$ cat config.mk
export PLATFORM = sky130hd
export DESIGN_NAME = cph_host_cmd
export DESIGN_NICKNAME = d
export VERILOG_FILES = /design/src/rtl/cph_fifo.v /design/src/rtl/cph_host_cmd.v
export VERILOG_INCLUDE_DIRS = /design/src /design/src/rtl
export SDC_FILE = /design/constraint.sdc
export NUM_CORES = 1
export LEC_CHECK = 0
export BUFFER_PORTS_ARGS = -buffer_cell sky130_fd_sc_hd__buf_2
export CAP_MARGIN = 20
export CORE_UTILIZATION = 30
export CTS_CLUSTER_DIAMETER = 100
export DETAILED_ROUTE_END_ITERATION = 8
export MAX_ROUTING_LAYER = met4
export PLACE_DENSITY_LB_ADDON = 0.1
export SYNTH_ARGS = -nofsm -noshare
export SYNTH_HDL_FRONTEND = slang
export SYNTH_SLANG_ARGS = --single-unit
$ cat constraint.sdc
create_clock -name mclk_i -period 19.6 [get_ports mclk_i]
set_clock_uncertainty 0.15 [all_clocks]
set_input_delay 1.96 -clock mclk_i [delete_from_list [all_inputs] [get_ports mclk_i]]
set_output_delay 1.96 -clock mclk_i [all_outputs]
set_load 0.01 [all_outputs]
$ cat src/rtl/cph_defines.vh
// Constants for the contactless programmer host command interpreter
// Summary of operation
// - Serial link runs 9600 baud, eight data bits, one stop bit, no parity.
// - Wake-up character 0x57 prepares the block, then it replies ready 0x52.
// - Blank-check character 0x54 reads the tag, testing all ones and unlocked.
// - Blank and unlocked tag gives reply 0x59, programming may proceed.
// - Tag not blank or locked gives error reply 0x4E.
// - Sixteen bytes arrive as ASCII hex digit pairs; each character is echoed.
// - A 96-bit tag still takes all sixteen bytes; bits 33-64 ignored.
// - Character 0x56 after sixteen bytes programs the tag and then verifies.
// - Verify success replies 0x79, failure replies 0x6E.
// - No character for over 3 seconds abandons the sequence and resets; the code keeps the timer at zero during blank check and programming.
// - Invalid data during loading returns an invalid-data indication.
// - Invalid-data reply is 0x49; afterwards restart from wake-up.
`ifndef CPH_DEFINES_VH
`define CPH_DEFINES_VH

`define CPH_CLK_HZ        100000000
`define CPH_BAUD          9600
`define CPH_BIT_CYC       ((`CPH_CLK_HZ + `CPH_BAUD / 2) / `CPH_BAUD)
`define CPH_TIMEOUT_S     3
`define CPH_TIMEOUT_CYC   (`CPH_TIMEOUT_S * `CPH_CLK_HZ)
`define CPH_DATA_BYTES    16
`define CPH_DATA_CHARS    (2 * `CPH_DATA_BYTES)

`define CPH_CH_WAKE       8'h57
`define CPH_CH_READY      8'h52
`define CPH_CH_BLANK      8'h54
`define CPH_CH_BLANK_OK   8'h59
`define CPH_CH_BLANK_BAD  8'h4e
`define CPH_CH_PROG       8'h56
`define CPH_CH_PROG_OK    8'h79
`define CPH_CH_PROG_BAD   8'h6e
`define CPH_CH_INVALID    8'h49
`define CPH_CH_ZERO       8'h30
`define CPH_CH_NINE       8'h39
`define CPH_CH_UP_A       8'h41
`define CPH_CH_UP_F       8'h46

`define CPH_TX_FIFO_DEPTH 8

`endif

$ cat src/rtl/cph_fifo.v
// Synchronous valid/ready FIFO for the reply path
`timescale 1ns/1ps
`default_nettype none
module cph_fifo #(
	parameter WIDTH = 8,
	parameter DEPTH = 8,
	parameter AW    = 3
) (
	// Clock and reset
	input  wire             mclk_i,
	input  wire             sys_rst_i,
	// Fill side
	input  wire             in_valid_i,
	output wire             in_ready_o,
	input  wire [WIDTH-1:0] in_data_i,
	// Drain side
	output wire             out_valid_o,
	input  wire             out_ready_i,
	output wire [WIDTH-1:0] out_data_o
);
	reg [WIDTH-1:0] mem [0:DEPTH-1];
	reg [AW-1:0]    wr_ptr_r;
	reg [AW-1:0]    rd_ptr_r;
	reg [AW:0]      count_r;
	wire            push;
	wire            pop;

	assign in_ready_o  = (count_r != DEPTH[AW:0]);
	assign out_valid_o = (count_r != {(AW+1){1'b0}});
	assign out_data_o  = mem[rd_ptr_r];
	assign push        = in_valid_i & in_ready_o;
	assign pop         = out_valid_o & out_ready_i;

	always @(posedge mclk_i) begin
		if (push) begin
			mem[wr_ptr_r] <= in_data_i;
		end
	end

	always @(posedge mclk_i or posedge sys_rst_i) begin
		if (sys_rst_i) begin
			wr_ptr_r <= {AW{1'b0}};
			rd_ptr_r <= {AW{1'b0}};
			count_r  <= {(AW+1){1'b0}};
		end else begin
			if (push) begin
				wr_ptr_r <= (wr_ptr_r == DEPTH[AW-1:0] - 1'b1) ? {AW{1'b0}} : wr_ptr_r + 1'b1;
			end
			if (pop) begin
				rd_ptr_r <= (rd_ptr_r == DEPTH[AW-1:0] - 1'b1) ? {AW{1'b0}} : rd_ptr_r + 1'b1;
			end
			if (push & ~pop) begin
				count_r <= count_r + 1'b1;
			end else if (pop & ~push) begin
				count_r <= count_r - 1'b1;
			end
		end
	end
endmodule // cph_fifo
`default_nettype wire

$ cat src/rtl/cph_host_cmd.v
// Serial command interpreter of the contactless tag programmer
`timescale 1ns/1ps
`default_nettype none
`include "cph_defines.vh"
module cph_host_cmd #(
	parameter BIT_CYC     = `CPH_BIT_CYC,
	parameter TIMEOUT_CYC = `CPH_TIMEOUT_CYC
) (
	// Clock and reset
	input  wire         mclk_i,
	input  wire         sys_rst_i,
	// Serial link
	input  wire         ser_rx_i,
	output reg          ser_tx_o,
	// Blank check towards the tag front end
	output reg          blank_req_o,
	input  wire         blank_done_i,
	input  wire         tag_blank_i,
	input  wire         tag_unlocked_i,
	// Program and verify towards the tag front end
	output reg          prog_req_o,
	output reg  [127:0] prog_data_o,
	input  wire         prog_done_i,
	input  wire         prog_ok_i,
	// Status
	output wire         awake_o
);
	localparam ST_IDLE  = 3'd0;
	localparam ST_READY = 3'd1;
	localparam ST_BLANK = 3'd2;
	localparam ST_LOAD  = 3'd3;
	localparam ST_WAITV = 3'd4;
	localparam ST_PROG  = 3'd5;

	localparam RX_IDLE  = 2'd0;
	localparam RX_START = 2'd1;
	localparam RX_DATA  = 2'd2;
	localparam RX_STOP  = 2'd3;

	// Receiver: pin passes two flops before use
	reg        rx_meta_r;
	reg        rx_sync_r;
	reg [1:0]  rx_st_r;
	reg [31:0] rx_cnt_r;
	reg [2:0]  rx_bit_r;
	reg [7:0]  rx_shift_r;
	reg        rx_stb_r;
	reg [7:0]  rx_byte_r;

	always @(posedge mclk_i or posedge sys_rst_i) begin
		if (sys_rst_i) begin
			rx_meta_r  <= 1'b1;
			rx_sync_r  <= 1'b1;
			rx_st_r    <= RX_IDLE;
			rx_cnt_r   <= 32'h0;
			rx_bit_r   <= 3'h0;
			rx_shift_r <= 8'h00;
			rx_stb_r   <= 1'b0;
			rx_byte_r  <= 8'h00;
		end else begin
			rx_meta_r <= ser_rx_i;
			rx_sync_r <= rx_meta_r;
			rx_stb_r  <= 1'b0;
			case (rx_st_r)
			RX_IDLE: begin
				rx_cnt_r <= 32'h0;
				if (!rx_sync_r) begin
					rx_st_r <= RX_START;
				end
			end
			RX_START: begin
				// Recheck at mid-bit so a glitch is not taken as a start
				if (rx_cnt_r == BIT_CYC / 2) begin
					rx_cnt_r <= 32'h0;
					rx_bit_r <= 3'h0;
					rx_st_r  <= rx_sync_r ? RX_IDLE : RX_DATA;
				end else begin
					rx_cnt_r <= rx_cnt_r + 32'h1;
				end
			end
			RX_DATA: begin
				if (rx_cnt_r == BIT_CYC - 1) begin
					rx_cnt_r   <= 32'h0;
					rx_shift_r <= {rx_sync_r, rx_shift_r[7:1]};
					rx_bit_r   <= rx_bit_r + 3'h1;
					if (rx_bit_r == 3'h7) begin
						rx_st_r <= RX_STOP;
					end
				end else begin
					rx_cnt_r <= rx_cnt_r + 32'h1;
				end
			end
			default: begin
				if (rx_cnt_r == BIT_CYC - 1) begin
					rx_st_r <= RX_IDLE;
					// A low stop bit is a framing error; the character is dropped
					if (rx_sync_r) begin
						rx_stb_r  <= 1'b1;
						rx_byte_r <= rx_shift_r;
					end
				end else begin
					rx_cnt_r <= rx_cnt_r + 32'h1;
				end
			end
			endcase
		end
	end

	// Reply path: one pending character, then the FIFO, then the transmitter
	reg        rep_vld_r;
	reg [7:0]  rep_chr_r;
	wire       fifo_in_rdy;
	wire       fifo_out_vld;
	wire [7:0] fifo_out_data;
	reg        tx_busy_r;
	wire       tx_take;

	assign tx_take = fifo_out_vld & ~tx_busy_r;

	cph_fifo #(
		.WIDTH (8),
		.DEPTH (`CPH_TX_FIFO_DEPTH),
		.AW    (3)
	) u_tx_fifo (
		.mclk_i      (mclk_i),
		.sys_rst_i   (sys_rst_i),
		.in_valid_i  (rep_vld_r),
		.in_ready_o  (fifo_in_rdy),
		.in_data_i   (rep_chr_r),
		.out_valid_o (fifo_out_vld),
		.out_ready_i (tx_take),
		.out_data_o  (fifo_out_data)
	);

	// Transmitter: start, eight data bits LSB first, stop
	reg [8:0]  tx_shift_r;
	reg [3:0]  tx_bit_r;
	reg [31:0] tx_cnt_r;

	always @(posedge mclk_i or posedge sys_rst_i) begin
		if (sys_rst_i) begin
			ser_tx_o   <= 1'b1;
			tx_busy_r  <= 1'b0;
			tx_shift_r <= 9'h1ff;
			tx_bit_r   <= 4'h0;
			tx_cnt_r   <= 32'h0;
		end else if (tx_take) begin
			tx_busy_r  <= 1'b1;
			ser_tx_o   <= 1'b0;
			tx_shift_r <= {1'b1, fifo_out_data};
			tx_bit_r   <= 4'h0;
			tx_cnt_r   <= 32'h0;
		end else if (tx_busy_r) begin
			if (tx_cnt_r == BIT_CYC - 1) begin
				tx_cnt_r <= 32'h0;
				if (tx_bit_r == 4'h9) begin
					tx_busy_r <= 1'b0;
				end else begin
					ser_tx_o   <= tx_shift_r[0];
					tx_shift_r <= {1'b1, tx_shift_r[8:1]};
					tx_bit_r   <= tx_bit_r + 4'h1;
				end
			end else begin
				tx_cnt_r <= tx_cnt_r + 32'h1;
			end
		end
	end

	// Command state machine
	reg [2:0]  st_r;
	reg [5:0]  nchar_r;
	reg [31:0] idle_cnt_r;
	reg [3:0]  nib;
	reg        nib_ok;
	wire       op_busy;
	wire       timed_out;

	assign awake_o   = (st_r != ST_IDLE);
	assign op_busy   = (st_r == ST_BLANK) | (st_r == ST_PROG);
	// The long tag operations hold the timer; the host is waiting then
	assign timed_out = (idle_cnt_r >= TIMEOUT_CYC) & awake_o & ~op_busy;

	always @* begin
		nib    = 4'h0;
		nib_ok = 1'b0;
		if (rx_byte_r >= `CPH_CH_ZERO && rx_byte_r <= `CPH_CH_NINE) begin
			nib    = rx_byte_r[3:0];
			nib_ok = 1'b1;
		end else if (rx_byte_r >= `CPH_CH_UP_A && rx_byte_r <= `CPH_CH_UP_F) begin
			nib    = rx_byte_r[3:0] + 4'h9;
			nib_ok = 1'b1;
		end
	end

	always @(posedge mclk_i or posedge sys_rst_i) begin
		if (sys_rst_i) begin
			st_r        <= ST_IDLE;
			nchar_r     <= 6'h0;
			idle_cnt_r  <= 32'h0;
			rep_vld_r   <= 1'b0;
			rep_chr_r   <= 8'h00;
			blank_req_o <= 1'b0;
			prog_req_o  <= 1'b0;
			prog_data_o <= 128'h0;
		end else begin
			blank_req_o <= 1'b0;
			prog_req_o  <= 1'b0;
			if (rep_vld_r & fifo_in_rdy) begin
				rep_vld_r <= 1'b0;
			end
			if (rx_stb_r | op_busy) begin
				idle_cnt_r <= 32'h0;
			end else if (!timed_out) begin
				idle_cnt_r <= idle_cnt_r + 32'h1;
			end
			if (timed_out) begin
				st_r <= ST_IDLE;
			end else if (rep_vld_r) begin
				// Full reply path stalls command handling until the reply is queued
				st_r <= st_r;
			end else begin
				case (st_r)
				ST_BLANK: begin
					if (blank_done_i) begin
						rep_vld_r <= 1'b1;
						if (tag_blank_i & tag_unlocked_i) begin
							rep_chr_r <= `CPH_CH_BLANK_OK;
							nchar_r   <= 6'h0;
							st_r      <= ST_LOAD;
						end else begin
							rep_chr_r <= `CPH_CH_BLANK_BAD;
							st_r      <= ST_READY;
						end
					end
				end
				ST_PROG: begin
					if (prog_done_i) begin
						rep_vld_r <= 1'b1;
						rep_chr_r <= prog_ok_i ? `CPH_CH_PROG_OK : `CPH_CH_PROG_BAD;
						st_r      <= ST_READY;
					end
				end
				default: begin
					if (rx_stb_r) begin
						if (rx_byte_r == `CPH_CH_WAKE && st_r != ST_LOAD) begin
							rep_vld_r <= 1'b1;
							rep_chr_r <= `CPH_CH_READY;
							st_r      <= ST_READY;
						end else if (st_r == ST_READY && rx_byte_r == `CPH_CH_BLANK) begin
							blank_req_o <= 1'b1;
							st_r        <= ST_BLANK;
						end else if (st_r == ST_LOAD) begin
							rep_vld_r <= 1'b1;
							if (nib_ok) begin
								rep_chr_r   <= rx_byte_r;
								// All 32 digits kept; a 96-bit tag ignores its own bits
								prog_data_o <= {prog_data_o[123:0], nib};
								nchar_r     <= nchar_r + 6'h1;
								if (nchar_r == `CPH_DATA_CHARS - 1) begin
									st_r <= ST_WAITV;
								end
							end else begin
								rep_chr_r <= `CPH_CH_INVALID;
								st_r      <= ST_IDLE;
							end
						end else if (st_r == ST_WAITV && rx_byte_r == `CPH_CH_PROG) begin
							prog_req_o <= 1'b1;
							st_r       <= ST_PROG;
						end
					end
				end
				endcase
			end
		end
	end
endmodule // cph_host_cmd
`default_nettype wire

After elaboration in Yosys (flattened, before gate mapping)
Memory sizes are Yosys's and may differ from the RTL's.
Index checks and enable logic that the tools add are counted.
- add/sub/neg operators: 11
- multiply operators: 0
- div/mod/pow operators: 0
- magnitude comparators: 5
- equality and inequality tests: 37
- shift operators: 0
- mux-type cells: 103
- bitwise operators: 21
- reductions and logical operators: 31
- operators with widths (operator ; count):
    two-way mux 32 bit ; 8
    adder 32 x 1 -> 32 bit, second input constant ; 3
    case mux 32 bit (3 select lines) ; 1
    == test 32 x 14 -> 1 bit, second input constant ; 2
    two-way mux 8 bit ; 7
    two-way mux 3 bit ; 15
    two-way mux 6 bit ; 7
    two-way mux 1 bit ; 38
    two-way mux 9 bit ; 4
    == test 32 x 13 -> 1 bit, second input constant ; 1
    greater-or-equal comparator 32 x 29 -> 1 bit, second input constant ; 1
    two-way mux 4 bit ; 8
    == test 8 x 7 -> 1 bit, second input constant ; 3
    != test 2 bit, second input constant ; 8
    case mux 8 bit (2 select lines) ; 1
    == test 3 bit, second input constant ; 5
    two-way mux 2 bit ; 7
    nonzero test 2 bit ; 7
    case mux 3 bit (2 select lines) ; 2
    case mux 6 bit (2 select lines) ; 1
    nonzero test 4 bit ; 3
    inverter 1 bit ; 11
    two-way mux 5 bit ; 2
    AND reduction 10 bit ; 1
    37 further kinds ; 62
- flip-flop bits (word level): 293
- latch bits: 0
- memory bits (writable): 64
- bits in read-only memories: 0
- input bits: 8
- output and inout bits: 132
- word-level logic and storage cells: 233
- memories: 1
- memory list (memory ; depth ; width ; rd ports ; clocked after memory_dff ; write ports ; RTL line ; text):
    u_tx_fifo.mem ; 8 ; 8 ; 1 ; 0 ; 1 ; cph_fifo.v:21 ; reg [WIDTH-1:0] mem [0:DEPTH-1];

Longest topological paths before layout
Gate-level depths: netlist (run 1).
- depth after elaboration: 12
- depth in mapped cells: 12

By module
From an unflattened synthesis (run 1), not the netlist that was laid out.
- cells, all modules: 1293
- area total of the unflattened synthesis: 16091.7 um^2
- by module, submodules not included (module ; instances ; cells each ; area an instance (um^2) ; seq. area each (um^2)):
    cph_host_cmd ; 1 ; 1134 ; 12904.9 ; 7070.5
    cph_fifo ; 1 ; 159 ; 3186.8 ; 2172.1

Worst setup path after synthesis (run 1)
OpenSTA, ideal clock, no wires.
- kind: input-to-reg
- from: in prog_done_i
- to: reg rep_chr_r[0]
- library setup time: 0.125 ns
- arrival: 3.380 ns
- required time: 19.325 ns
- path slack: 15.945 ns
- stages: 5
- buffers on the path: 0
- path through: nor2_1 -> a21oi_1 -> o21ai_0 -> a2111oi_2 -> mux2_2
- word-level cells in the longest chain between the ends: 2
- RTL lines (what ; RTL line ; text):
    start: declaration ; cph_host_cmd.v:23 ; input wire prog_done_i,
    != test 2 bit (no source line) ; -- ;
    AND reduction 7 bit (no source line) ; -- ;
    end signal: assignment ; cph_host_cmd.v:227 ; rep_chr_r <= `CPH_CH_BLANK_OK;
    end signal: assignment ; cph_host_cmd.v:231 ; rep_chr_r <= `CPH_CH_BLANK_BAD;
    end signal: assignment ; cph_host_cmd.v:239 ; rep_chr_r <= prog_ok_i ? `CPH_CH_PROG_OK : `CPH_CH_PROG_BAD;
    end: declaration ; cph_host_cmd.v:111 ; reg [7:0] rep_chr_r;
No other way between the ends.
A chain may end at the register's enable or synchronous reset.

Worst setup path after layout (run 1)
- from: reg idle_cnt_r[25]
- to: reg prog_data_o[121]
- word-level cells in the longest chain between the ends: 5
- RTL lines (what ; RTL line ; text):
    start: declaration ; cph_host_cmd.v:172 ; reg [31:0] idle_cnt_r;
    start signal: assignment ; cph_host_cmd.v:214 ; idle_cnt_r <= idle_cnt_r + 32'h1;
    greater-or-equal comparator 32 x 29 -> 1 bit ; cph_host_cmd.v:181 ; assign timed_out = (idle_cnt_r >= TIMEOUT_CYC) & awake_o & ~op_busy;
    AND 1 bit (2 in a row) ; cph_host_cmd.v:181 ;
    inverter 1 bit (no source line) ; -- ;
    AND reduction 8 bit (no source line) ; -- ;
    end signal: assignment ; cph_host_cmd.v:257 ; prog_data_o <= {prog_data_o[123:0], nib};
    end: declaration ; cph_host_cmd.v:22 ; output reg [127:0] prog_data_o,
No other way between the ends.

==> results of run 1 <==
-- cell usage in the layout (no fill, tap or decap), drive strengths merged, types with 22 or more instances in the layout --
cell type | Yosys | final
nor3 | 28 | 28
or4 | 22 | 22
o31ai | 25 | 25
edfxtp | 64 | 64
nand2 | 104 | 104
ha | 26 | 26
nand4 | 27 | 27
a21oi | 45 | 45
buf | 26 | 152
nand3 | 44 | 44
xor2 | 34 | 34
mux2 | 149 | 149
xnor2 | 24 | 24
o21ai | 47 | 47
inv | 33 | 34
clkbuf | 28 | 57
dfrtp | 281 | 281
nor2 | 110 | 110
-- per-stage QoR --
stage	setup slack (ns)	cells	instance area [um^2]
after global placement	15.03	2125	17800
final	14.99	2206	19300
after detailed placement	14.97	2126	17800
after floorplan	9.45	1332	16300
after CTS	14.98	2206	19300
after global routing	14.66	2206	19300
-- report_power, final --
group / internal [mW] / switching [mW] / total [mW]
Sequential: 0.818 / 0.0606 / 0.878
Combinational: 0.0850 / 0.131 / 0.216
Clock: 0.535 / 0.338 / 0.872
-- flip-flops by register name, summed over array words and instances (netlist names), 2 cells and up --
register	flops
rx_bit_r	3
prog_data_o	128
rep_chr_r	8
u_tx_fifo.rd_ptr_r	3
nchar_r	6
u_tx_fifo.wr_ptr_r	3
tx_cnt_r	32
u_tx_fifo.mem	64
u_tx_fifo.count_r	4
st_r	3
idle_cnt_r	32
rx_cnt_r	32
tx_shift_r	8
rx_byte_r	8
tx_bit_r	4
rx_st_r	2
rx_shift_r	8
-- layout make-up --
| class | instances | area share (%) |
|---|---|---|
| Clock buffer | 57 | 6.10 |
| Clock inverter | 23 | 1.98 |
| Inverter | 34 | 0.699 |
| Multi-Input combinational cell | 888 | 34.8 |
| Sequential cell | 356 | 47.8 |
| Tap cell | 696 | 4.51 |
| Timing Repair Buffer | 152 | 4.11 |
-- how the worst max path moves through the flow --
| stage | start | endpoint | depth (start not counted) |
|---|---|---|---|
| after detailed placement | idle_cnt_r[25]$_DFFE_PP0P_ | prog_data_o[121]$_DFFE_PP0P_ | 8 |
| after floorplan | sys_rst_i | blank_req_o$_DFF_PP0_ | 1 |
| after CTS | idle_cnt_r[25]$_DFFE_PP0P_ | prog_data_o[121]$_DFFE_PP0P_ | 8 |
| after global routing | idle_cnt_r[25]$_DFFE_PP0P_ | prog_data_o[89]$_DFFE_PP0P_ | 8 |
| final | idle_cnt_r[25]$_DFFE_PP0P_ | prog_data_o[121]$_DFFE_PP0P_ | 8 |
| after global placement | idle_cnt_r[25]$_DFFE_PP0P_ | prog_data_o[109]$_DFFE_PP0P_ | 8 |
-- worst max-delay path: stages (launching register included) --
cell,delay [ns]
dfrtp_1,0.41
nor3_1,0.38
o2111a_1,0.25
nand3_1,0.22
a21oi_1,0.71
or4_4,0.29
buf_4,0.78
buf_4,0.74
mux2_2,0.41
-- per-layer routing --
layer  vias up  global-route usage (%)  part of all wire, %
met5         -                       -                    0
li1       5154                       -                    -
met4         0                    4.59                  2.1
met2       142                    22.5                   47
met1      5461                    19.9                   48
met3        53                    2.33                  3.0
-- cells by family after synthesis --
family / synth area share, %
AND/OR/NAND/NOR: 14.3
flip-flops: 56.6
multiplexers: 14.8
AO/OA/AOI/OAI: 6.66
buffers and inverters: 2.48
XOR/XNOR: 3.11
adder cells (fa/ha/maj): 2.11
==> results.yml, run 1 <==
synthesis:
  syn_area_per_cell_um2: 12.3
  synth_nets: 1367
  syn-instance-count: 1332
  synth_seq_cells: 356
  synthTopCellsByArea: "dfrtp_1 43%, edfxtp_1 12%, mux2_2 7.0%, mux2_4 4.3%, nor2_1 2.5%"
  synth_cell_types: 81
  synth_enable_flop_cells: 64
  async_flop_share_pct: 82.0
  synth.most_common_cell: "dfrtp_1"
  synthFlopType: "dfrtp_1"
  synth_top_cell_by_area: "dfrtp_1"
  netlist.area_leader.share_pct: 43.0
  synth.top_cells.by_count: "281 x dfrtp_1, 110 x nor2_1, 104 x nand2_1"
  synth_warnings: 0
  syn_area_um2: 16300
  synth.yosys.seq_area_share_pct: 56.6
pwr:
  finalPower_mw: 1.97
  vdd_drop_max_mv: 0.0592
  p_leak_nw: 8.90
  powerDensity_nw_per_um2: 102
sta:
  hold_violations: 0
  finalCritPeriodShare_pct: 23.5
  period_needed_ns: 4.61
  rsz0062_at_grt: "no"
  worst_pin_slew_ns: 1.10
  maxSlewHeadroom_pct: 26.4
  tns_ns: 0
  slew_violations: 0
  fmax_mhz: 217
  setup_viol: 0
  holdWs_ns: 0.206
worst_setup_path:
  cp-start-kind: "flip-flop"
  rr_endpoint: "prog_data_o[121]$_DFFE_PP0P_"
  r2r-start: "idle_cnt_r[25]$_DFFE_PP0P_"
  timing.reg2reg.setup_slack_ns: 14.99
  worstSetupPathType: "reg2reg"
  crit_arrival_ns: 4.94
  end_kind: "flip-flop"
  worstPathMaxFanout: 65
  required_ns: 19.93
  ff2ff_path_depth: 8
final_layout:
  num-nets-final: 1510
  fillers: 5321
  syn_to_final_growth_pct: 18.3
  drive_above_1_share_pct: 27.5
  post-route-util_pct: 35.9
  antenna_cells: 0
  multi_input_area_um2: 6720
  register_area_um2: 9240
global_route:
  grt_pass1_wl_um: 63100
  antenna_found_initial: 0
  grt_max_degree: 99
  first_global_vias: 10792
  gr-total-overflow: 0
  grt_usage_pct: 14.6
routing:
  vias: 10810
  wl_per_cell_um: 17.8
  viasPerCell: 4.90
  drt_pass1_iterations: 5
  routed_wl_um: 39400
  ant_nets: 0
  drtIter0Drc: 428
  drcViolationCount: 0
run:
  maxCapViolations: 0
cts:
  cts_made_buffers: 43
  cts_resized: 0
  cts_tree: "yes"
  cts_root_buf: "clkbuf_16"
  htree_levels: 2
  hold_buffers: 0
  clock_path_buffers: 3
  cts.sinks: 356
  clk-insertion-delay-late_ns: 0.60
  post_cts_buffers: 0
  cts.clk_slew.worst_paths_ns: 0.06
floorplanning:
  dieWidth_um: 235
  die_area_um2: 55400
  num_rows: 85
  initial_utilization_pct: 30.4
  die_h_um: 235
  io_pins: 140
  core_um2: 53800
worst_hold_path:
  hp-class: "reg2reg"
  min_delay_path_depth: 0
  min_to: "rx_sync_r$_DFF_PP1_"
  worstHoldStart: "rx_meta_r$_DFF_PP1_"
place:
  numPortBuffers: 139
  gp_congestion: 0.781
  hpwl_um: 26200
run_status:
  status: "completed"
Power figures use the tool's default switching activity.
==> run 2: changes to the inputs <==
Settings changed: ABC_AREA set to 1.
Clock period 19.6 ns to 3.8 ns, I/O delays scaled along.
==> run 2 against run 1 <==
Compared with the run above: non-clock buffer count increased by 10; die area increased by 7.9%; power increased to 4.2 times the previous value; sequential power increased to 4.4 times the previous value; worst hold slack got worse by 0.013 ns; routed wire length increased by 25%; maximum frequency increased by 45%; area after synthesis increased by 8.0%; via count increased by 35%; critical endpoint is now prog_data_o[125]$_DFFE_PP0P_; largest power group is now the clock network.
==> results.yml, run 2 <==
sta:
  setup_slack_ns: 0.623
  rsz0062_at_grt: "no"
  maxSlewHeadroom_pct: 39.4
  worst_pin_slew_ns: 0.909
  fmax_mhz: 315
  setup_viol: 0
  slew_violations: 0
  period_needed_ns: 3.18
  finalCritPeriodShare_pct: 83.6
  hold_violations: 0
place:
  dpl_worst_slack_ns: 0.675
  gp_congestion: 0.848
  numPortBuffers: 139
  hpwl_um: 33900
  numPlacedInstances: 2971
pwr:
  seqPwrFrac_pct: 47.4
  vdd_drop_max_mv: 0.264
  clkPwrFrac_pct: 51.6
  netSwitchingFraction_pct: 21.8
  p_comb_share_pct: 1.0
  p_sw_mw: 1.78
  finalPower_mw: 8.17
  intPower_mw: 6.39
  powerDensity_nw_per_um2: 396
  p_leak_nw: 9.96
worst_setup_path:
  cp.buffers_inverters: 3
  slowest_delay_ns: 0.75
  path_cells: "inv_1, ha_1, nand2_1, o211ai_1, nand2_1, nand2_2, nand4_4, buf_4, buf_4, o21ai_0, nand2_1"
  rr_endpoint: "prog_data_o[125]$_DFFE_PP0P_"
  endpoint: "prog_data_o[125]$_DFFE_PP0P_"
  required_ns: 4.15
  crit_family: "buffers and inverters"
  cp-start-kind: "flip-flop"
  worstPathMaxFanout: 94
  slowest_stage: "buf_4"
  crit_arrival_ns: 3.53
  crit_top_cell: "nand2_1"
  ff2ff_path_depth: 11
  end_kind: "flip-flop"
  path_depth: 11
  r2r-start: "rx_byte_r[0]$_DFFE_PP0P_"
  worstSetupPathType: "reg2reg"
  timing.reg2reg.setup_slack_ns: 0.62
  cp-startpoint: "rx_byte_r[0]$_DFFE_PP0P_"
synthesis:
  synth_nets: 2156
  synth_enable_flop_cells: 64
  syn_area_per_cell_um2: 8.32
  synth_top_cell_by_area: "dfrtp_1"
  syn-instance-count: 2121
  synth.yosys.seq_area_share_pct: 52.4
  synth.top_cells.by_count: "619 x nand2_1, 281 x dfrtp_1, 223 x o21ai_0"
  synth_warnings: 0
  synth.most_common_cell: "nand2_1"
  synth_seq_cells: 356
  synth_cell_types: 59
  netlist.area_leader.share_pct: 39.9
  synthFlopType: "dfrtp_1"
  synthTopCellsByArea: "dfrtp_1 40%, nand2_1 13%, edfxtp_1 11%, o21ai_0 6.3%, inv_1 4.1%"
  syn_area_um2: 17600
  async_flop_share_pct: 82.0
final_layout:
  drive_above_1_share_pct: 12.7
  fin_cells: 3055
  final_cell_mix: "619 x nand2_1, 281 x dfrtp_1, 223 x o21ai_0"
  top_register: "prog_data_o"
  largestRegisters: "prog_data_o: 128 flops, u_tx_fifo.mem: 64 flops"
  num-nets-final: 2289
  syn_to_final_growth_pct: 16.9
  largest_reg_flops: 128
  layout.cells.most_common: "nand2_1"
  post-route-util_pct: 35.6
cts:
  cts_tree: "yes"
  cts.clk_slew.worst_paths_ns: 0.06
  cts_resized: 0
  clock_path_buffers: 3
  htree_levels: 2
  clk-insertion-delay-late_ns: 0.58
  cts_root_buf: "clkbuf_16"
  cts.sinks: 356
  cts_made_buffers: 44
global_route:
  grt_pass1_wl_um: 79900
  gr-total-overflow: 0
  grt_max_degree: 130
  first_global_vias: 14233
  grt_usage_pct: 17.1
  antenna_found_initial: 0
floorplanning:
  dieWidth_um: 245
  die_area_um2: 59800
  num_rows: 88
  io_pins: 140
  die_h_um: 245
  initial_utilization_pct: 30.5
  core_um2: 57900
routing:
  viasPerCell: 4.76
  wl_per_cell_um: 16.1
  vias: 14546
  ant_nets: 0
  drcViolationCount: 0
  drt_pass1_iterations: 5
  drtIter0Drc: 920
  routed_wl_um: 49100
run_status:
  status: "completed"
worst_hold_path:
  hp-class: "in2reg"
run:
  maxCapViolations: 0
[run 2: worst register-to-register path, cell delays in order, from the launching register on]
cell,delay (ns)
dfrtp_1,0.47
inv_1,0.12
ha_1,0.24
nand2_1,0.10
o211ai_1,0.09
nand2_1,0.17
nand2_2,0.14
nand4_4,0.12
buf_4,0.34
buf_4,0.76
o21ai_0,0.30
nand2_1,0.10
[run 2: final cells by class]
cell class	instances	area, um^2
fillers	6130	37300
flip-flops and latches	356	9240
multi-input cells	1487	7240
clock buffers	63	1290
repair buffers	162	961
well taps	765	957
inverters	203	771
clock inverters	18	155
diodes	1	2.50
[run 2: logic make-up (layout without fill, tap and decap cells)]
group,count (synthesis),after routing,synth area share (%)
XOR/XNOR,40,40,1.99
flip-flops,356,356,52.4
buffers and inverters,278,446,6.65
AND/OR/NAND/NOR,1088,1088,26.6
AO/OA/AOI/OAI,331,331,10.3
multiplexers,1,1,0.0638
adder cells (fa/ha/maj),27,27,1.96
other,0,1,0
[run 2: worst min path at each step]
stage          slack [ns]                start  depth (start not counted)                        to
2_1_floorplan        0.20  rx_meta_r$_DFF_PP1_                          0       rx_sync_r$_DFF_PP1_
3_3_place_gp         0.20  rx_meta_r$_DFF_PP1_                          0       rx_sync_r$_DFF_PP1_
3_5_place_dp         0.20  rx_meta_r$_DFF_PP1_                          0       rx_sync_r$_DFF_PP1_
4_1_cts              0.17       tag_unlocked_i                          6  rep_chr_r[4]$_DFFE_PP0P_
5_1_grt              0.21  rx_meta_r$_DFF_PP1_                          0       rx_sync_r$_DFF_PP1_
6_report             0.19          tag_blank_i                          6  rep_chr_r[4]$_DFFE_PP0P_
[run 2: routing by layer]
metal | track usage [%] | routed length (um) | vias up | part of all wire, %
li1 | - | - | 7276 | -
met1 | 22.5 | 23000 | 6947 | 47
met2 | 26.2 | 22400 | 237 | 46
met3 | 3.38 | 2250 | 86 | 4.6
met4 | 5.48 | 1340 | 0 | 2.7
met5 | - | 0 | - | 0
[run 2: stage by stage]
| stage | hold slack [ns] | instance area (um^2) | TNS, ns |
|---|---|---|---|
| floorplan | 0.195 | 17600 | -167.53 |
| global placement | 0.196 | 19100 | 0 |
| detailed placement | 0.201 | 19100 | 0 |
| CTS | 0.169 | 20600 | 0 |
| global route | 0.210 | 20600 | 0 |
| finish | 0.193 | 20600 | 0 |
[run 2: repair_timing]
item / in CTS / in global routing
hold buffers: 2 / 0
endpoints found under the setup margin: 0 / 0
endpoints found under the hold margin: 240 / 0
setup buffers: 0 / 0
[run 2: power by group through the flow]
stage	Combinational, mW	Clock, mW	Sequential [mW]
after detailed placement	0.0866	0	3.95
after floorplan	0.0468	0	3.95
final	0.0812	4.22	3.88
after CTS	0.0887	4.36	3.88
after global routing	0.0966	4.50	3.87
after global placement	0.0866	0	3.95
